[src/hw/aost_cfg.svh]
// Purpose: Offsets, field positions, reset values and counts
// Assumes: Byte addresses on an 8-bit AXI4-Lite address
// Notes: Definitions only
`ifndef AOST_CFG_SVH
`define AOST_CFG_SVH
// Register offsets
`define AOST_OFF_CTRL 8'h00
`define AOST_OFF_STROBE 8'h04
`define AOST_OFF_LOAD 8'h08
`define AOST_OFF_INT_EN 8'h28
`define AOST_OFF_INT_STAT 8'h2C
`define AOST_OFF_INT_ACK 8'h30
`define AOST_OFF_GRP_CFG 8'h34
`define AOST_OFF_SEC_CTRL 8'h38
`define AOST_OFF_STATE 8'h3C
`define AOST_NLOAD 8
// Control fields
`define AOST_CTRL_ARM 0
`define AOST_CTRL_STOP_END 1
`define AOST_CTRL_BLOCK 2
`define AOST_CTRL_DEFER 3
`define AOST_CTRL_QSEL_LO 4
`define AOST_CTRL_MUTE_A 6
`define AOST_CTRL_MUTE_B 7
`define AOST_CTRL_FIRST_B 8
`define AOST_CTRL_RST 9'h000
// Strobe fields
`define AOST_STB_START 0
`define AOST_STB_RATE 1
`define AOST_STB_SEC_SW 2
// Load register indices
`define AOST_LD_BC_A 0
`define AOST_LD_BC_B 1
`define AOST_LD_UC_A 2
`define AOST_LD_UC_B 3
`define AOST_LD_UI_A 4
`define AOST_LD_UI_B 5
`define AOST_LD_SEC_A 6
`define AOST_LD_SEC_B 7
// Event and status bits
`define AOST_NEV 13
`define AOST_EV_ERR 0
`define AOST_EV_STOP 1
`define AOST_EV_START 2
`define AOST_EV_TRIG 3
`define AOST_EV_BCTC 4
`define AOST_EV_UCTC 5
`define AOST_EV_FIFO 6
`define AOST_EV_UPD 7
`define AOST_EV_PT 8
`define AOST_EV_TRIGF 9
`define AOST_EV_BTF 10
`define AOST_EV_SECTC 11
`define AOST_EV_SECERR 12
`define AOST_SRC_MASK 13'h09FF
`define AOST_ACK_MASK 13'h1ABF
`define AOST_SUM_BIT 15
// Group configuration and secondary control
`define AOST_GRP_SEL_LO 0
`define AOST_GRP_EN 3
`define AOST_GRP_POL 4
`define AOST_GRP_RST 5'h00
`define AOST_SEC_ARM 0
`define AOST_SEC_FIRST_B 1
// Deferred start delay, output flop plus a slave synchroniser
`define AOST_DEFER_CYC 2'h3
`define AOST_RESP_OKAY 2'h0
`define AOST_RESP_SLVERR 2'h2
`endif

[src/hw/aost_pkg.sv]
// Purpose: Types for the staging block
// Assumes: Constants live in aost_cfg.svh
// Notes: Types only
package aost_pkg;
  typedef enum logic [3:0] {
    ST_IDLE = 4'h1,
    ST_ARMED = 4'h2,
    ST_DEFER = 4'h4,
    ST_RUN = 4'h8
  } aost_state_t;
  typedef enum logic [1:0] {
    QS_EMPTY = 2'h0,
    QS_HALF = 2'h1,
    QS_FULL = 2'h2
  } aost_qsel_t;
endpackage

[src/hw/aost_counter.sv]
// Purpose: Down counter with paired A/B load registers
// Assumes: Load values are the wanted count minus one
// Notes: Swap and terminal count in one cycle reload from the new side
`timescale 1ns/10ps
module aost_counter #(
  parameter int CW = 24
) (
  // Clock and reset
  input wire logic core_clk,
  input wire logic arst_n,
  // Sequencing
  input wire logic load,
  input wire logic firstB,
  input wire logic tick,
  input wire logic swap,
  // Paired load registers
  input wire logic [CW-1:0] loadA,
  input wire logic [CW-1:0] loadB,
  // Terminal count and selection
  output logic tc,
  output logic useB
);
  logic [CW-1:0] cnt_q;
  logic useB_q;
  logic nextB;

  // Terminal count is the tick that finds zero
  assign tc = tick && (cnt_q == {CW{1'b0}});
  assign nextB = useB_q ^ swap;
  assign useB = useB_q;

  // Selection flips on a swap, freeing the idle register for rewrite
  always_ff @(posedge core_clk or negedge arst_n) begin
    if (!arst_n) begin
      useB_q <= 1'b0;
    end else if (load) begin
      useB_q <= firstB;
    end else begin
      useB_q <= nextB;
    end
  end

  // Count down; running count never sees a load register write
  always_ff @(posedge core_clk or negedge arst_n) begin
    if (!arst_n) begin
      cnt_q <= {CW{1'b0}};
    end else if (load) begin
      cnt_q <= firstB ? loadB : loadA;
    end else if (tc) begin
      cnt_q <= nextB ? loadB : loadA;
    end else if (tick) begin
      cnt_q <= cnt_q - 1'b1;
    end
  end
endmodule

[src/hw/aost_top.sv]
// Purpose: Staging, timing and group B interrupts of the analog output
//   timing module, primary and secondary counter groups
// Assumes: Event pins asynchronous; one AXI4-Lite write and read at once
// Notes: Operation below
// Operation
// - Buffer, update, interval counters each have A/B loads; values are count minus one
// - Stop-at-buffer-count-end set stops generation at next buffer terminal count
// - Buffer terminal count status stays until software writes its acknowledge one
// - Start trigger during last stage sets stage trigger fault; confirm clears it
// - Unserviced buffer terminal count sets buffer fault; only reprogramming recovers
// - Immediate rate change waits for one update at old interval, else sequence end
// - Error, trigger, buffer, update count, update events have enable/status/ack; queue has enable/status only
// - Overrun or overflow raises error event in overrun flag; acknowledge clears
// - Queue condition select picks full, half or empty; no acknowledge, follows state
// - All events but stage trigger fault, buffer fault and secondary error feed group two; 3-bit line select and group enable gate it
// - Group two summary flag shows any pending group source
// - Interrupt line polarity chosen by configuration bit
// - Pass-through interrupt input also feeds group two
// - Stop and start events have bits but no function
// - Primary group of three counters plus independent secondary interval counter
// - Status bits readable with interrupts disabled, for polling
// - Load registers writable while sequence runs, running counters undisturbed
//
// The address map and the AXI4-Lite interface to the registers were left to the implementer.
`timescale 1ns/10ps
`include "aost_cfg.svh"
module aost_top #(
  parameter int CW = 24
) (
  // Clock and reset
  input wire logic core_clk,
  input wire logic arst_n,
  // AXI4-Lite write
  input wire logic [7:0] s_axi_awaddr,
  input wire logic s_axi_awvalid,
  output logic s_axi_awready,
  input wire logic [31:0] s_axi_wdata,
  input wire logic [3:0] s_axi_wstrb,
  input wire logic s_axi_wvalid,
  output logic s_axi_wready,
  output logic [1:0] s_axi_bresp,
  output logic s_axi_bvalid,
  input wire logic s_axi_bready,
  // AXI4-Lite read
  input wire logic [7:0] s_axi_araddr,
  input wire logic s_axi_arvalid,
  output logic s_axi_arready,
  output logic [31:0] s_axi_rdata,
  output logic [1:0] s_axi_rresp,
  output logic s_axi_rvalid,
  input wire logic s_axi_rready,
  // Event pins
  input wire logic startTrigIn,
  input wire logic overrunIn,
  input wire logic overflowIn,
  input wire logic queueFullIn,
  input wire logic queueHalfIn,
  input wire logic queueEmptyIn,
  input wire logic passThroughIn,
  // Outputs
  output logic startTrigOut,
  output logic updateOut,
  output logic secUpdateOut,
  output logic [7:0] irqLine
);
  import aost_pkg::*;

  logic [6:0] pinRaw;
  logic [6:0] syncA_q;
  logic [6:0] syncB_q;
  logic [6:0] syncC_q;
  logic trigEdge, errEdge, trigRaw, trigAcc, running, muted;
  logic wrEn, rdEn, primLoad, disarm, secLoad, req, summary, qLvl, stopHit;
  logic [2:0] stbW;
  logic [12:0] ackW, evSet, clr, statView;
  logic [8:0] ctrl_q;
  logic [12:0] intEn_q, stat_q;
  logic [4:0] grpCfg_q;
  logic [1:0] secCtrl_q;
  logic [CW-1:0] ld_q [0:`AOST_NLOAD-1];
  logic [31:0] rdVal;
  logic [1:0] deferCnt_q;
  aost_state_t state_q;
  logic ratePend_q, updSeen_q, secSwPend_q;
  logic uiTc, ucTc, bcTc, secTc, uiSwap, rateNow;
  logic uiUseB, ucUseB, bcUseB, secUseB;

  // Pin synchronisers; edge logic reads only the second and third flop
  assign pinRaw = {passThroughIn, queueEmptyIn, queueHalfIn, queueFullIn,
                   overflowIn, overrunIn, startTrigIn};
  always_ff @(posedge core_clk or negedge arst_n) begin
    if (!arst_n) begin
      syncA_q <= 7'h00;
      syncB_q <= 7'h00;
      syncC_q <= 7'h00;
    end else begin
      syncA_q <= pinRaw;
      syncB_q <= syncA_q;
      syncC_q <= syncB_q;
    end
  end
  assign trigEdge = syncB_q[0] & ~syncC_q[0];
  assign errEdge = (syncB_q[1] & ~syncC_q[1]) | (syncB_q[2] & ~syncC_q[2]);

  // Byte-lane merge for register writes
  function automatic logic [31:0] mergeStrb(input logic [31:0] old,
      input logic [31:0] nw, input logic [3:0] strb);
    for (int b = 0; b < 4; b++) begin
      mergeStrb[8*b +: 8] = strb[b] ? nw[8*b +: 8] : old[8*b +: 8];
    end
  endfunction

  // Whole map is contiguous, so alignment and top bound decide
  function automatic logic isMapped(input logic [7:0] a);
    isMapped = (a[1:0] == 2'h0) && (a <= `AOST_OFF_STATE);
  endfunction

  // Write channel: address and data taken together, response follows
  assign wrEn = s_axi_awvalid && s_axi_wvalid && !s_axi_awready &&
                !s_axi_bvalid;
  always_ff @(posedge core_clk or negedge arst_n) begin
    if (!arst_n) begin
      s_axi_awready <= 1'b0;
      s_axi_wready <= 1'b0;
      s_axi_bvalid <= 1'b0;
      s_axi_bresp <= `AOST_RESP_OKAY;
    end else begin
      s_axi_awready <= wrEn;
      s_axi_wready <= wrEn;
      if (wrEn) begin
        s_axi_bvalid <= 1'b1;
        s_axi_bresp <= isMapped(s_axi_awaddr) ? `AOST_RESP_OKAY :
                       `AOST_RESP_SLVERR;
      end else if (s_axi_bready) begin
        s_axi_bvalid <= 1'b0;
      end
    end
  end

  // Read channel: data registered one cycle after the address
  assign rdEn = s_axi_arvalid && !s_axi_arready && !s_axi_rvalid;
  always_ff @(posedge core_clk or negedge arst_n) begin
    if (!arst_n) begin
      s_axi_arready <= 1'b0;
      s_axi_rvalid <= 1'b0;
      s_axi_rdata <= 32'h0000_0000;
      s_axi_rresp <= `AOST_RESP_OKAY;
    end else begin
      s_axi_arready <= rdEn;
      if (rdEn) begin
        s_axi_rvalid <= 1'b1;
        s_axi_rdata <= rdVal;
        s_axi_rresp <= isMapped(s_axi_araddr) ? `AOST_RESP_OKAY :
                       `AOST_RESP_SLVERR;
      end else if (s_axi_rready) begin
        s_axi_rvalid <= 1'b0;
      end
    end
  end

  // Write-one strobes act in the write cycle and store nothing
  assign stbW = (wrEn && s_axi_awaddr == `AOST_OFF_STROBE && s_axi_wstrb[0])
                ? s_axi_wdata[2:0] : 3'h0;
  assign ackW = (wrEn && s_axi_awaddr == `AOST_OFF_INT_ACK) ?
                13'(mergeStrb(32'h0000_0000, s_axi_wdata, s_axi_wstrb)) &
                `AOST_ACK_MASK : 13'h0000;
  assign primLoad = wrEn && s_axi_awaddr == `AOST_OFF_CTRL && s_axi_wstrb[0]
                    && s_axi_wdata[`AOST_CTRL_ARM] && state_q == ST_IDLE;
  assign disarm = wrEn && s_axi_awaddr == `AOST_OFF_CTRL && s_axi_wstrb[0]
                  && !s_axi_wdata[`AOST_CTRL_ARM];
  assign secLoad = wrEn && s_axi_awaddr == `AOST_OFF_SEC_CTRL &&
                   s_axi_wstrb[0] && s_axi_wdata[`AOST_SEC_ARM] &&
                   !secCtrl_q[`AOST_SEC_ARM];

  // Register file; load registers stay writable during a run
  always_ff @(posedge core_clk or negedge arst_n) begin
    if (!arst_n) begin
      ctrl_q <= `AOST_CTRL_RST;
      intEn_q <= 13'h0000;
      grpCfg_q <= `AOST_GRP_RST;
      secCtrl_q <= 2'h0;
      for (int i = 0; i < `AOST_NLOAD; i++) begin
        ld_q[i] <= {CW{1'b0}};
      end
    end else if (wrEn) begin
      if (s_axi_awaddr == `AOST_OFF_CTRL) begin
        ctrl_q <= 9'(mergeStrb(32'(ctrl_q), s_axi_wdata, s_axi_wstrb));
      end
      if (s_axi_awaddr == `AOST_OFF_INT_EN) begin
        intEn_q <= 13'(mergeStrb(32'(intEn_q), s_axi_wdata, s_axi_wstrb));
      end
      if (s_axi_awaddr == `AOST_OFF_GRP_CFG) begin
        grpCfg_q <= 5'(mergeStrb(32'(grpCfg_q), s_axi_wdata, s_axi_wstrb));
      end
      if (s_axi_awaddr == `AOST_OFF_SEC_CTRL) begin
        secCtrl_q <= 2'(mergeStrb(32'(secCtrl_q), s_axi_wdata, s_axi_wstrb));
      end
      for (int i = 0; i < `AOST_NLOAD; i++) begin
        if (s_axi_awaddr == `AOST_OFF_LOAD + 8'(4 * i)) begin
          ld_q[i] <= CW'(mergeStrb(32'(ld_q[i]), s_axi_wdata,
                                   s_axi_wstrb));
        end
      end
      // Stop still drops arm when a write lands in the same cycle
      if (stopHit) begin
        ctrl_q[`AOST_CTRL_ARM] <= 1'b0;
      end
    end else if (stopHit) begin
      ctrl_q[`AOST_CTRL_ARM] <= 1'b0;
    end
  end

  // Start trigger; block holds off the master until slaves are ready
  assign trigRaw = trigEdge | stbW[`AOST_STB_START];
  assign trigAcc = trigRaw && !ctrl_q[`AOST_CTRL_BLOCK];
  assign running = state_q == ST_RUN;
  assign stopHit = running && bcTc && ctrl_q[`AOST_CTRL_STOP_END];

  // Sequencer: arm loads counters, trigger runs, stop at last sequence
  always_ff @(posedge core_clk or negedge arst_n) begin
    if (!arst_n) begin
      state_q <= ST_IDLE;
      deferCnt_q <= 2'h0;
    end else begin
      deferCnt_q <= (state_q == ST_DEFER) ? deferCnt_q + 2'h1 : 2'h0;
      case (state_q)
        ST_IDLE: begin
          if (primLoad) begin
            state_q <= ST_ARMED;
          end
        end
        ST_ARMED: begin
          if (disarm) begin
            state_q <= ST_IDLE;
          end else if (trigAcc) begin
            state_q <= ctrl_q[`AOST_CTRL_DEFER] ? ST_DEFER : ST_RUN;
          end
        end
        ST_DEFER: begin
          if (disarm) begin
            state_q <= ST_IDLE;
          end else if (deferCnt_q == `AOST_DEFER_CYC - 2'h1) begin
            state_q <= ST_RUN;
          end
        end
        ST_RUN: begin
          if (disarm || (bcTc && ctrl_q[`AOST_CTRL_STOP_END])) begin
            state_q <= ST_IDLE;
          end
        end
        default: begin
          state_q <= ST_IDLE;
        end
      endcase
    end
  end

  // Primary group chained: interval, then update count, then buffer count
  aost_counter #(.CW(CW)) uInterval (
    .core_clk(core_clk), .arst_n(arst_n), .load(primLoad),
    .firstB(ctrl_q[`AOST_CTRL_FIRST_B]), .tick(running), .swap(uiSwap),
    .loadA(ld_q[`AOST_LD_UI_A]), .loadB(ld_q[`AOST_LD_UI_B]),
    .tc(uiTc), .useB(uiUseB));
  aost_counter #(.CW(CW)) uUpdCount (
    .core_clk(core_clk), .arst_n(arst_n), .load(primLoad),
    .firstB(ctrl_q[`AOST_CTRL_FIRST_B]), .tick(uiTc), .swap(bcTc),
    .loadA(ld_q[`AOST_LD_UC_A]), .loadB(ld_q[`AOST_LD_UC_B]),
    .tc(ucTc), .useB(ucUseB));
  aost_counter #(.CW(CW)) uBufCount (
    .core_clk(core_clk), .arst_n(arst_n), .load(primLoad),
    .firstB(ctrl_q[`AOST_CTRL_FIRST_B]), .tick(ucTc), .swap(bcTc),
    .loadA(ld_q[`AOST_LD_BC_A]), .loadB(ld_q[`AOST_LD_BC_B]),
    .tc(bcTc), .useB(bcUseB));
  aost_counter #(.CW(CW)) uSecInterval (
    .core_clk(core_clk), .arst_n(arst_n), .load(secLoad),
    .firstB(s_axi_wdata[`AOST_SEC_FIRST_B]),
    .tick(secCtrl_q[`AOST_SEC_ARM]), .swap(secTc && secSwPend_q),
    .loadA(ld_q[`AOST_LD_SEC_A]), .loadB(ld_q[`AOST_LD_SEC_B]),
    .tc(secTc), .useB(secUseB));

  // Rate change applies early only after one update at the old interval
  assign rateNow = uiTc && ratePend_q && updSeen_q;
  assign uiSwap = bcTc || rateNow;
  always_ff @(posedge core_clk or negedge arst_n) begin
    if (!arst_n) begin
      ratePend_q <= 1'b0;
      updSeen_q <= 1'b0;
      secSwPend_q <= 1'b0;
    end else begin
      ratePend_q <= stbW[`AOST_STB_RATE] || (ratePend_q && !uiSwap);
      updSeen_q <= uiTc && !uiSwap || (updSeen_q && !uiSwap && !primLoad);
      secSwPend_q <= stbW[`AOST_STB_SEC_SW] || (secSwPend_q && !secTc);
    end
  end

  // Muting follows the register pair of the running buffer sequence
  assign muted = bcUseB ? ctrl_q[`AOST_CTRL_MUTE_B] :
                 ctrl_q[`AOST_CTRL_MUTE_A];
  always_ff @(posedge core_clk or negedge arst_n) begin
    if (!arst_n) begin
      updateOut <= 1'b0;
      secUpdateOut <= 1'b0;
      startTrigOut <= 1'b0;
    end else begin
      updateOut <= uiTc && !muted;
      secUpdateOut <= secTc;
      startTrigOut <= trigAcc && state_q == ST_ARMED;
    end
  end

  // Event sources; stop and start exist only as bits
  always_comb begin
    evSet = 13'h0000;
    evSet[`AOST_EV_ERR] = errEdge;
    evSet[`AOST_EV_TRIG] = trigAcc && state_q == ST_ARMED;
    evSet[`AOST_EV_BCTC] = bcTc;
    evSet[`AOST_EV_UCTC] = ucTc;
    evSet[`AOST_EV_UPD] = uiTc;
    evSet[`AOST_EV_TRIGF] = trigRaw && running &&
                            ctrl_q[`AOST_CTRL_STOP_END];
    evSet[`AOST_EV_BTF] = bcTc && stat_q[`AOST_EV_BCTC] &&
                          !ackW[`AOST_EV_BCTC];
    evSet[`AOST_EV_SECTC] = secTc;
    evSet[`AOST_EV_SECERR] = secTc && stat_q[`AOST_EV_SECTC] &&
                             !ackW[`AOST_EV_SECTC];
  end

  // Buffer fault survives acknowledge; only a disarm clears it
  always_comb begin
    clr = ackW;
    clr[`AOST_EV_BTF] = disarm;
  end

  // Sticky status, set beats clear, enables never consulted
  always_ff @(posedge core_clk or negedge arst_n) begin
    if (!arst_n) begin
      stat_q <= 13'h0000;
    end else begin
      stat_q <= (stat_q & ~clr) | evSet;
    end
  end

  // Queue bit follows the pin state itself and cannot be acknowledged
  always_comb begin
    case (aost_qsel_t'(ctrl_q[`AOST_CTRL_QSEL_LO +: 2]))
      QS_FULL: qLvl = syncB_q[3];
      QS_HALF: qLvl = syncB_q[4];
      default: qLvl = syncB_q[5];
    endcase
  end
  always_comb begin
    statView = stat_q;
    statView[`AOST_EV_FIFO] = qLvl;
    statView[`AOST_EV_PT] = syncB_q[6];
  end

  // Group two: summary is ungated, the request is gated
  assign summary = |(statView & `AOST_SRC_MASK);
  assign req = grpCfg_q[`AOST_GRP_EN] &&
               |(statView & intEn_q & `AOST_SRC_MASK);
  always_ff @(posedge core_clk or negedge arst_n) begin
    if (!arst_n) begin
      irqLine <= 8'h00;
    end else begin
      for (int i = 0; i < 8; i++) begin
        irqLine[i] <= (req && grpCfg_q[2:0] == 3'(i)) ?
                      grpCfg_q[`AOST_GRP_POL] :
                      !grpCfg_q[`AOST_GRP_POL];
      end
    end
  end

  // Read decode; strobe and acknowledge words read as zero
  always_comb begin
    rdVal = 32'h0000_0000;
    case (s_axi_araddr)
      `AOST_OFF_CTRL: rdVal = 32'(ctrl_q);
      `AOST_OFF_INT_EN: rdVal = 32'(intEn_q);
      `AOST_OFF_INT_STAT: rdVal = {16'h0000, summary, 2'h0, statView};
      `AOST_OFF_GRP_CFG: rdVal = 32'(grpCfg_q);
      `AOST_OFF_SEC_CTRL: rdVal = 32'(secCtrl_q);
      `AOST_OFF_STATE: rdVal = {26'h0000000, secUseB, uiUseB, ucUseB,
                                bcUseB, updSeen_q, running};
      default: rdVal = 32'h0000_0000;
    endcase
    for (int i = 0; i < `AOST_NLOAD; i++) begin
      if (s_axi_araddr == `AOST_OFF_LOAD + 8'(4 * i)) begin
        rdVal = 32'(ld_q[i]);
      end
    end
  end
endmodule

[config.mk]
export PLATFORM = sky130hd
export DESIGN_NAME = aost_top
export DESIGN_NICKNAME = d
export VERILOG_FILES = /design/src/hw/aost_pkg.sv /design/src/hw/aost_counter.sv /design/src/hw/aost_top.sv
export VERILOG_INCLUDE_DIRS = /design/src /design/src/hw
export SDC_FILE = /design/constraint.sdc
export NUM_CORES = 1
export LEC_CHECK = 0
export ABC_AREA = 1
export BUFFER_PORTS_ARGS = -buffer_cell sky130_fd_sc_hd__buf_2
export CORE_UTILIZATION = 44
export DETAILED_ROUTE_END_ITERATION = 6
export SLEW_MARGIN = 10
export SYNTH_ARGS = -nofsm -noshare
export SYNTH_HDL_FRONTEND = slang
export SYNTH_SLANG_ARGS = --single-unit
[constraint.sdc]
create_clock -name core_clk -period 3.4 [get_ports core_clk]
set_clock_uncertainty 0.15 [all_clocks]
set_input_delay 0.17 -clock core_clk [delete_from_list [all_inputs] [get_ports core_clk]]
set_output_delay 0.17 -clock core_clk [all_outputs]
set_load 0.005 [all_outputs]
# == Word-level counts from Yosys, hierarchy flattened ==
# Cells that the tools add are included.
# word_totals
wordCells,316
register_bits,411
output_inout_bits,52
# op_classes
n_addsub,5
eq_ne,44
n_mux,67
reduce_logical,123
n_lt_le_gt_ge,2
bitwise,16
# ops
cell,n
$mux 24,26
$eq 8x6->1 const B,13
$logic_not 24->1,4
$pmux 16 s6,1
$sub 24x1->24 const B,4
$reduce_and 3->1,31
$eq 8x5->1 const B,8
$mux 32,2
$logic_and 1x1->1,52
$eq 8x4->1 const B,4
$mux 4,7
$mux 1,22
$reduce_or 10->1,2
$le 8x6->1 const B,2
$logic_not 8->1,2
$pmux 4 s4,1
$logic_not 1->1,14
$and 13x13->13,1
$mux 13,1
$not 13->13,1
$or 13x13->13,1
$and 12x12->12,1
$eq 3x3->1 const B,4
$reduce_bool 3->1,4
28 further kinds,49

# == Depth between registers and ports, before layout ==
# Gate-level depths: netlist of the first run.
# depth
ltp_word,12
depth_mapped,16

# == By module ==
# A second synthesis of the first run with hierarchy kept.
# hier_totals
cells_unflattened,3297
hier_area_um2,23583.9
# by_module_without_submodules
module,area_per_inst_um2,seq_area_each_um2,cells_per_inst,n_inst
aost_top,13146.4,7483.4,1538,1
aost_counter at uBufCount ...,2592.5,625.6,434,3
aost_counter at uUpdCount,2660.1,625.6,457,1

# == Least setup slack after synthesis of the first run ==
# No wires, ideal clock.
# synth_timing
kind,register -> register
start,register uUpdCount.cnt_q[0]
end,register uInterval.cnt_q[20]
stages_incl_launch_ff,17
synth_period_minus_slack_ns,2.183
t_required_ns,3.133
path_slack_ns,1.217
t_arrival_ns,1.916
cell_sequence,dfrtp_1 -> inv_1 -> ha_1 -> nand2_1 -> nor2_2 -> nand2_1 -> nor2_2 -> nand3_4 -> nand2_1 -> nand2_2 -> nand2_4 -> buf_6 -> nand2_1 -> nand3_1 -> nand2_1 -> nand2_1 -> nand2_1
# synth_via
elab_chain_cells,8
# synth_rtl
item,line,rtl
from (decl),aost_counter.sv:23,logic [CW-1:0] cnt_q;
from (signal assigned),aost_counter.sv:46,cnt_q <= {CW{1'b0}};
from (signal assigned),aost_counter.sv:48,cnt_q <= firstB ? loadB : loadA;
from (signal assigned),aost_counter.sv:50,cnt_q <= nextB ? loadB : loadA;
$logic_not 24->1,aost_counter.sv:28,assign tc = tick && (cnt_q == {CW{1'b0}});
$logic_and 1x1->1 (2 in a row),aost_counter.sv:28,
$logic_or 1x1->1,aost_top.sv:283,assign uiSwap = bcTc || rateNow;
$xor 1x1->1,aost_counter.sv:29,assign nextB = useB_q ^ swap;
$mux 24,aost_counter.sv:50,
$mux 24,aost_counter.sv:49,end else if (tc) begin
$mux 24,aost_counter.sv:47,end else if (load) begin
to (signal assigned),aost_counter.sv:48,
to (signal assigned),aost_counter.sv:50,
to (signal assigned),aost_counter.sv:52,cnt_q <= cnt_q - 1'b1;
to (decl),aost_counter.sv:23,
# Every way passes these cells.
# A chain may end at the register's enable or synchronous reset.

==> results of run 1 <==
through the flow:
stage,utilization [%],instances,cell area (sq um),total power (uW)
5_1_grt,50.3,4104,26400,12000
3_5_place_dp,46.7,3981,24500,6560
2_1_floorplan,-,3293,23400,6050
6_report,50.4,4106,26400,11600
3_3_place_gp,46.7,3981,24500,6540
4_1_cts,50.3,4104,26400,11600
cells in the final DEF, fill, tap and decap left out, drive strengths merged, types with 3 or more instances in the layout:
master / synthesis / final
o211ai: 30 / 30
nor2: 264 / 264
nand2: 1056 / 1056
nand3: 192 / 192
a31oi: 15 / 15
mux2i: 39 / 39
a221oi: 3 / 3
a21o: 7 / 7
o2111ai: 4 / 4
xor2: 48 / 48
xnor2: 10 / 10
clkinv: 5 / 16
nand3b: 4 / 4
bufinv: 0 / 3
conb: 1 / 10
dfrtp: 398 / 398
or2: 5 / 5
o21bai: 6 / 6
a21oi: 145 / 145
o31ai: 5 / 5
nor3: 37 / 37
clkbuf: 87 / 61
o21ai: 415 / 415
a211oi: 3 / 3
dlygate4sd3: 0 / 45
inv: 350 / 350
ha: 8 / 8
clkinvlp: 0 / 3
o22ai: 25 / 25
nor4: 5 / 5
nand4: 46 / 46
buf: 60 / 147
sequential cells by signal, indices dropped and copies added, names as in the netlist, 2 cells and up:
| register | cells |
|---|---|
| irqLine | 8 |
| grpCfg_q | 5 |
| uInterval.cnt_q | 24 |
| s_axi_rdata | 24 |
| syncA_q | 7 |
| state_q | 4 |
| syncC_q | 3 |
| uSecInterval.cnt_q | 24 |
| ctrl_q | 9 |
| secCtrl_q | 2 |
| syncB_q | 7 |
| uBufCount.cnt_q | 24 |
| intEn_q | 13 |
| ld_q | 192 |
| deferCnt_q | 2 |
| stat_q | 11 |
| uUpdCount.cnt_q | 24 |
where the power goes:
group | switching, uW | internal, uW | total, uW
sequential | 238 | 4960 | 5200
clock | 2110 | 2920 | 5040
combinational | 885 | 460 | 1350
final cells by class:
cell class,count,share of cell area (%)
clock inverter,17,0.663
antenna,2,0.0190
tap,688,3.26
clock buffer,61,4.97
multi-input combinational,2392,43.0
timing repair buffer,192,5.18
sequential,399,37.8
inverter,355,5.06
final timing paths:
check / to / from
setup / recovery: ctrl_q[8]$_DFFE_PN0P_ / s_axi_wready$_DFF_PN0_
hold / removal: uUpdCount.cnt_q[0]$_DFFE_PN0P_ / arst_n
setup reg to reg: ctrl_q[8]$_DFFE_PN0P_ / s_axi_wready$_DFF_PN0_
hold reg to reg: syncB_q[4]$_DFF_PN0_ / syncA_q[4]$_DFF_PN0_
max in group asynchronous: uSecInterval.cnt_q[21]$_DFFE_PN0P_ / arst_n
min in group core_clk: ld_q[130]$_DFFE_PN0P_ / s_axi_wdata[10]
worst reg2reg max path: stages, from the launching register on:
cell                            delay [ns]
sky130_fd_sc_hd__dfrtp_1              0.41
sky130_fd_sc_hd__inv_1                0.09
sky130_fd_sc_hd__nand3_1              0.19
sky130_fd_sc_hd__inv_1                0.26
sky130_fd_sc_hd__nand2_1              0.15
sky130_fd_sc_hd__nor2_1               0.45
sky130_fd_sc_hd__nand2_1              0.09
sky130_fd_sc_hd__dlygate4sd3_1        0.57
sky130_fd_sc_hd__o21ai_0              0.07
sky130_fd_sc_hd__dlygate4sd3_1        0.56
cell families after synthesis:
kind of cell             share of synthesized area (%)
AO/OA/AOI/OAI                                     15.3
multiplexers                                      1.67
XOR/XNOR                                          2.18
adder cells (fa/ha/maj)                          0.429
other                                           0.0161
AND/OR/NAND/NOR                                   28.9
buffers and inverters                             8.73
flip-flops                                        42.8
repair_timing:
action	CTS	global route
endpoints found under the hold margin	481	0
hold buffers	45	0
endpoints found under the setup margin	0	0
metal layers:
| layer | track usage, % | vias to the layer above | share of wire [%] |
|---|---|---|---|
| met1 | 44.8 | 10779 | 45 |
| met4 | 12.5 | 0 | 4.1 |
| met3 | 5.02 | 145 | 7.7 |
| met2 | 45.2 | 937 | 43 |
| met5 | 0 | - | 0 |
| li1 | - | 10837 | - |
==> tab_implementation.tex, run 1 <==
\begin{tabular}{lr}
\hline
Metric & Value \\
\hline
\multicolumn{2}{l}{\textbf{Route}} \\
\quad \# DRC & 0 \\
\quad Routed wirelength normalized by instance count & 20.2 um \\
\quad Detailed-route via count & 22698 \\
\quad Antenna viol nets, final & 0 \\
\quad Mean number of vias per cell & 5.53 \\
\quad Post-detailed-routing wire length & 82.9 mm \\
\quad Drt first-iter violations & 2386 \\
\quad Number of iterations in the first detailed-routing pass & 6 \\
\multicolumn{2}{l}{\textbf{Die}} \\
\quad Placement Rows & 84 \\
\quad Area of the die & 54000 sq um \\
\quad IO Pins & 118 \\
\quad Die width & 232 um \\
\quad Core Footprint & 52400 sq um \\
\quad Overall die height & 232 um \\
\quad Starting Density & 44.5\% \\
\multicolumn{2}{l}{\textbf{Worst hold path}} \\
\quad Hold WC Path Type & primary input to asynchronous set/reset pin \\
\multicolumn{2}{l}{\textbf{Worst setup path}} \\
\quad WS Path Type & flip-flop to flip-flop \\
\quad Critical path's top delay family & buffers and inverters \\
\quad Setup slack on the worst flop-to-flop path & 0.37 ns \\
\quad Endpoint kind of the worst setup timing path & flip-flop \\
\quad Highest fanout seen on the critical path & 6 \\
\quad Worst path required time & 3.78 ns \\
\quad WP buf/inv & 4 \\
\quad Data arrival at the endpoint of the critical path & 3.41 ns \\
\quad Cell breakdown of the critical path & inv\_1 -> nand3\_1 -> inv\_1 -> nand2\_1 -> nor2\_1 -> nand2\_1 -> dlygate4sd3\_1 -> o21ai\_0 -> dlygate4sd3\_1 \\
\quad Number of cell instances on the worst register-to-register path & 9 \\
\quad Worst Setup Start Kind & flip-flop \\
\quad Critical path depth in cells & 9 \\
\quad Slowest CP cell & sky130\_fd\_sc\_hd\_\_dlygate4sd3\_1 \\
\quad Slowest stage delay, CP & 0.57 ns \\
\multicolumn{2}{l}{\textbf{Clock network}} \\
\quad Clock-pin slew of the registers on the worst-case setup and hold paths & 0.06 ns \\
\quad \# H-tree levels & 2 \\
\quad Clock tree root buffer cell & sky130\_fd\_sc\_hd\_\_clkbuf\_16 \\
\quad Post-CTS setup repair buffer count & 0 \\
\quad Post-cts gate resize count & 0 \\
\quad TritonCTS clock tree & done \\
\quad Cts bufs inserted & 46 \\
\quad Sink Count & 399 \\
\quad Worst-case clock buffer depth & 3 \\
\quad Clock latency of the later-clocked register in the worst-skew pair & 0.60 ns \\
\multicolumn{2}{l}{\textbf{Final layout}} \\
\quad Area growth from synthesis to layout & 13.1\% \\
\quad Storage cell area & 9990 sq um \\
\quad Ratio of cells with drive above 1 in the final layout & 8.55\% \\
\quad Multi-input gate area in the final layout & 11400 sq um \\
\quad Filler cell count in the final layout & 5150 \\
\quad Nets & 3460 \\
\multicolumn{2}{l}{\textbf{Global route}} \\
\quad Maximum number of pins on one net before global-route repair & 85 \\
\quad Number of global-route vias before repair & 20636 \\
\quad All-Layer GR Usage & 30.8\% \\
\quad Total congestion overflow & 0 \\
\quad First-pass GRT wire length & 126 mm \\
\quad Antenna violations before repair & 1 \\
\multicolumn{2}{l}{\textbf{Yosys}} \\
\quad Warnings from Yosys & 0 \\
\quad Most frequently used flop master after synthesis & sky130\_fd\_sc\_hd\_\_dfrtp\_1 \\
\quad Post-Syn Instances & 3284 \\
\quad Flop and latch count out of synthesis & 399 \\
\quad Count of distinct cell types in the synthesized netlist & 54 \\
\quad EDFF count, synth & 0 \\
\quad Async S/R FF share, synth & 100\% \\
\quad Most frequent cell after synthesis & sky130\_fd\_sc\_hd\_\_nand2\_1 \\
\quad Post-synth top area share & 42.7\% \\
\quad Part of the Yosys area used for sequential elements & 42.8\% \\
\quad Largest area contributor in the netlist & sky130\_fd\_sc\_hd\_\_dfrtp\_1 \\
\quad List of most frequent post-synthesis cells & 1046 x sky130\_fd\_sc\_hd\_\_nand2\_1, 398 x sky130\_fd\_sc\_hd\_\_dfrtp\_1, 383 x sky130\_fd\_sc\_hd\_\_o21ai\_0, 332 x sky130\_fd\_sc\_hd\_\_inv\_1, 240 x sky130\_fd\_sc\_hd\_\_nor2\_1 \\
\quad Syn avg cell area & 7.11 sq um \\
\quad Main area contributors after synthesis & sky130\_fd\_sc\_hd\_\_dfrtp\_1 43\%, sky130\_fd\_sc\_hd\_\_nand2\_1 17\%, sky130\_fd\_sc\_hd\_\_o21ai\_0 8.2\%, sky130\_fd\_sc\_hd\_\_inv\_1 5.3\%, sky130\_fd\_sc\_hd\_\_nand3\_1 3.9\% \\
\quad Post-synthesis instance area & 23300 sq um \\
\multicolumn{2}{l}{\textbf{STA}} \\
\quad Number of failing setup endpoints in the final timing report & 0 \\
\quad Setup repair after global routing missed its margin & no \\
\quad Time the worst path needs with I/O delays and setup & 3.03 ns \\
\quad Worst Hold Margin & -0.00712 ns \\
\quad Worst Slack Setup Final & 0.371 ns \\
\quad Actual transition at the worst max-transition pin & 1.27 ns \\
\quad Worst slew slack as a fraction of its limit & 15.4\% \\
\quad F\_max & 330 MHz \\
\quad Max Transition Viols Final & 0 \\
\quad Final hold violation count & 5 \\
\quad Total Negative Setup Slacks & 0 ns \\
\quad Final clock period utilization by the worst path & 89.1\% \\
\multicolumn{2}{l}{\textbf{Flow run}} \\
\quad Max-capacitance violation count & 0 \\
\multicolumn{2}{l}{\textbf{Power}} \\
\quad Leakage power summed over all cells & 0.0127 uW \\
\quad Power density over the cells & 439 nW/um\^{}2 \\
\quad Maximum vdd drop & 0.000383 V \\
\multicolumn{2}{l}{\textbf{Placement}} \\
\quad Placement Setup Slack & 0.487 ns \\
\quad Number of buffer cells added on primary ports & 98 \\
\quad Detailed-placement wirelength estimate & 60.9 mm \\
\quad Final weighted congestion in routability-driven placement & 0.922 \\
\multicolumn{2}{l}{\textbf{Outcome}} \\
\quad Result of the run & finished, violations left \\
\quad Failing checks & negative hold slack \\
\hline
\end{tabular}
(Power assumes the default switching activity.)
==> run 2: changes to the inputs <==
--- a/config.mk
+++ b/config.mk
@@ -8,8 +8,9 @@
 export LEC_CHECK = 0
 export ABC_AREA = 1
 export BUFFER_PORTS_ARGS = -buffer_cell sky130_fd_sc_hd__buf_2
-export CORE_UTILIZATION = 44
+export CORE_UTILIZATION = 65
 export DETAILED_ROUTE_END_ITERATION = 6
+export PLACE_DENSITY = 0.84
 export SLEW_MARGIN = 10
 export SYNTH_ARGS = -nofsm -noshare
 export SYNTH_HDL_FRONTEND = slang
==> run 2 against run 1 <==
Net effect:
- the run ends with design-rule violations left
- highest routed layer unchanged
- global-route usage grew 13 points
- via count is 5.7% higher
- maximum frequency shrank 2.9%
- non-clock buffer count is 3 lower
- sequential share of layout area up 0.64 points
- register-to-register slack got worse by 0.09 ns
- critical path depth increased by 3
- sequential power barely moved
- critical path type unchanged
- die area is 32% lower
==> tab_implementation.tex, run 2 (synthesis results as in run 1) <==
\begin{tabular}{lr}
\hline
Metric & Value \\
\hline
\multicolumn{2}{l}{\textbf{Outcome}} \\
\quad Result of the run & finished, violations left \\
\quad Failing checks & design-rule violations \\
\multicolumn{2}{l}{\textbf{STA}} \\
\quad Final hold violation count & 0 \\
\quad Final clock period utilization by the worst path & 91.7\% \\
\quad Time the worst path needs with I/O delays and setup & 3.12 ns \\
\quad Number of failing setup endpoints in the final timing report & 0 \\
\quad Setup repair after global routing missed its margin & no \\
\quad Max Transition Viols Final & 0 \\
\quad Worst slew slack as a fraction of its limit & 41.4\% \\
\quad F\_max & 321 MHz \\
\quad Total Negative Setup Slacks & 0 ns \\
\quad Actual transition at the worst max-transition pin & 0.873 ns \\
\multicolumn{2}{l}{\textbf{Final layout}} \\
\quad Leading cell type in the layout, fill and taps excluded & sky130\_fd\_sc\_hd\_\_nand2\_1 \\
\quad Diode count & 0 \\
\quad Max FFs per register & 192 \\
\quad Register with the most flip-flops & ld\_q \\
\quad Area growth from synthesis to layout & 11.2\% \\
\quad Ratio of cells with drive above 1 in the final layout & 8.38\% \\
\quad Nets & 3454 \\
\quad Commonest cells after routing, fill and taps aside & 1045 x sky130\_fd\_sc\_hd\_\_nand2\_1, 397 x sky130\_fd\_sc\_hd\_\_dfrtp\_1, 383 x sky130\_fd\_sc\_hd\_\_o21ai\_0 \\
\multicolumn{2}{l}{\textbf{Worst hold path}} \\
\quad HP Start & s\_axi\_wdata[5] \\
\quad End of the worst hold path & ld\_q[5]\$\_DFFE\_PN0P\_ \\
\quad Cells on Worst Hold Path & 3 \\
\quad Hold WC Path Type & primary input to flip-flop \\
\multicolumn{2}{l}{\textbf{Worst setup path}} \\
\quad Slowest CP cell & sky130\_fd\_sc\_hd\_\_clkinv\_1 \\
\quad Slowest stage delay, CP & 0.75 ns \\
\quad Endpoint kind of the worst setup timing path & flip-flop \\
\quad WS Path Type & flip-flop to flip-flop \\
\quad Cell breakdown of the critical path & inv\_1 -> ha\_1 -> nand2\_1 -> nor2\_1 -> nand3\_1 -> nor2\_1 -> nand3b\_1 -> clkinv\_1 -> nand3\_1 -> nand2\_1 -> nand2\_1 -> nand2\_1 \\
\quad Critical R2R Capture & uUpdCount.cnt\_q[8]\$\_DFFE\_PN0P\_ \\
\quad Worst path required time & 3.70 ns \\
\quad Worst Setup Start Kind & flip-flop \\
\quad Cell repeated most along the worst path & sky130\_fd\_sc\_hd\_\_nand2\_1 \\
\quad Number of cell instances on the worst register-to-register path & 12 \\
\quad Highest fanout seen on the critical path & 17 \\
\quad Data arrival at the endpoint of the critical path & 3.42 ns \\
\quad RR Startpoint & uUpdCount.cnt\_q[0]\$\_DFFE\_PN0P\_ \\
\quad Setup slack on the worst flop-to-flop path & 0.28 ns \\
\multicolumn{2}{l}{\textbf{Clock network}} \\
\quad \# H-tree levels & 2 \\
\quad Clock latency of the later-clocked register in the worst-skew pair & 0.58 ns \\
\quad Post-CTS setup repair buffer count & 0 \\
\quad Sink Count & 399 \\
\quad Worst-case clock buffer depth & 3 \\
\quad Clock tree root buffer cell & sky130\_fd\_sc\_hd\_\_clkbuf\_16 \\
\quad Clock-pin slew of the registers on the worst-case setup and hold paths & 0.06 ns \\
\quad TritonCTS clock tree & done \\
\quad Cts bufs inserted & 43 \\
\multicolumn{2}{l}{\textbf{Route}} \\
\quad Mean number of vias per cell & 6.20 \\
\quad Antenna viol nets, final & 0 \\
\quad Number of iterations in the first detailed-routing pass & 7 \\
\quad Drt first-iter violations & 3647 \\
\quad \# DRC & 12 \\
\quad Post-detailed-routing wire length & 79.8 mm \\
\quad Routed wirelength normalized by instance count & 20.6 um \\
\quad Detailed-route via count & 23988 \\
\multicolumn{2}{l}{\textbf{Placement}} \\
\quad Number of buffer cells added on primary ports & 98 \\
\quad Detailed-placement wirelength estimate & 56.8 mm \\
\quad Final weighted congestion in routability-driven placement & 1.01 \\
\multicolumn{2}{l}{\textbf{Die}} \\
\quad Die width & 192 um \\
\quad IO Pins & 118 \\
\quad Placement Rows & 69 \\
\quad Starting Density & 65.8\% \\
\quad Core Footprint & 35500 sq um \\
\quad Area of the die & 36700 sq um \\
\quad Overall die height & 192 um \\
\multicolumn{2}{l}{\textbf{Power}} \\
\quad Power density over the cells & 433 nW/um\^{}2 \\
\quad Maximum vdd drop & 0.000527 V \\
\quad Leakage power summed over all cells & 0.0127 uW \\
\quad Post-route total power & 11200 uW \\
\multicolumn{2}{l}{\textbf{Global route}} \\
\quad First-pass GRT wire length & 123 mm \\
\quad All-Layer GR Usage & 44.1\% \\
\quad Total congestion overflow & 0 \\
\quad Antenna violations before repair & 0 \\
\quad Number of global-route vias before repair & 21926 \\
\quad Maximum number of pins on one net before global-route repair & 89 \\
\multicolumn{2}{l}{\textbf{Flow run}} \\
\quad Max-capacitance violation count & 0 \\
\hline
\end{tabular}
[run 2: cell types whose count changed in the layout (fill, tap and decap cells not counted), moves of 2 or more]
cell | previous run | this run
sky130_fd_sc_hd__clkinvlp_4 | 3 | 1
sky130_fd_sc_hd__diode_2 | 2 | 0
sky130_fd_sc_hd__clkbuf_1 | 8 | 12
sky130_fd_sc_hd__clkbuf_16 | 49 | 43
sky130_fd_sc_hd__inv_6 | 0 | 2
sky130_fd_sc_hd__dlygate4sd3_1 | 45 | 43
sky130_fd_sc_hd__clkbuf_8 | 4 | 8
sky130_fd_sc_hd__clkinv_2 | 10 | 8
[run 2: how the worst max path moves through the flow]
| stage | slack [ns] | from | endpoint |
|---|---|---|---|
| after floorplan | 1.22 | uUpdCount.cnt_q[0]$_DFFE_PN0P_ | uInterval.cnt_q[20]$_DFFE_PN0P_ |
| after global placement | 0.54 | uUpdCount.cnt_q[0]$_DFFE_PN0P_ | uBufCount.cnt_q[6]$_DFFE_PN0P_ |
| after detailed placement | 0.35 | uUpdCount.cnt_q[0]$_DFFE_PN0P_ | uBufCount.cnt_q[7]$_DFFE_PN0P_ |
| after CTS | 0.31 | uUpdCount.cnt_q[0]$_DFFE_PN0P_ | uBufCount.cnt_q[7]$_DFFE_PN0P_ |
| after global routing | 0.01 | uUpdCount.cnt_q[0]$_DFFE_PN0P_ | uUpdCount.cnt_q[10]$_DFFE_PN0P_ |
| final | 0.28 | uUpdCount.cnt_q[0]$_DFFE_PN0P_ | uUpdCount.cnt_q[8]$_DFFE_PN0P_ |
[run 2: layout make-up]
type                            instances  area (sq um)
Fill cell                            2773          9510
Inverter                              355          1340
Multi-Input combinational cell       2392         11400
Clock buffer                           63          1230
Tap cell                              461           577
Sequential cell                       399          9990
Timing Repair Buffer                  189          1340
Clock inverter                         13           129
[run 2: what timing repair did]
item	CTS	global route
hold endpoints to repair	229	0
hold buffers	43	0
resized for setup	0	1
setup endpoints to repair	0	6
[run 2: stage by stage]
stage	setup WS (ns)	area, sq um	hold slack, ns	util (%)	cells
after detailed placement	0.351	24200	0.0911	68.1	3753
final	0.282	26000	0.00613	73.2	3872
after floorplan	1.22	23400	-0.276	-	3293
after global routing	0.0106	26000	0.000109	73.2	3872
after global placement	0.536	24200	0.0781	68.1	3753
after CTS	0.307	26000	0.00140	73.2	3872
[run 2: worst max-delay path: cells and delay by family (launching register included)]
family | cells | cell delay, ns
adders and majority gates | 1 | 0.26
and+or+nand+nor | 9 | 1.35
buffers and inverters | 2 | 0.86
DFF | 1 | 0.37
[run 2: layer usage]
metal	vias up	GRT usage [%]	part of all wire [%]
li1	10794	-	-
met5	-	0	0
met4	0	22.6	5.5
met1	11215	61.3	39
met2	1730	65.0	43
met3	249	9.33	12
[run 2: power by group]
part,internal [uW],switching (uW),leakage (uW)
sequential,4960,236,0.00514
clock,2660,2010,0.000671
combinational,456,917,0.00684
total,8080,3160,0.0127
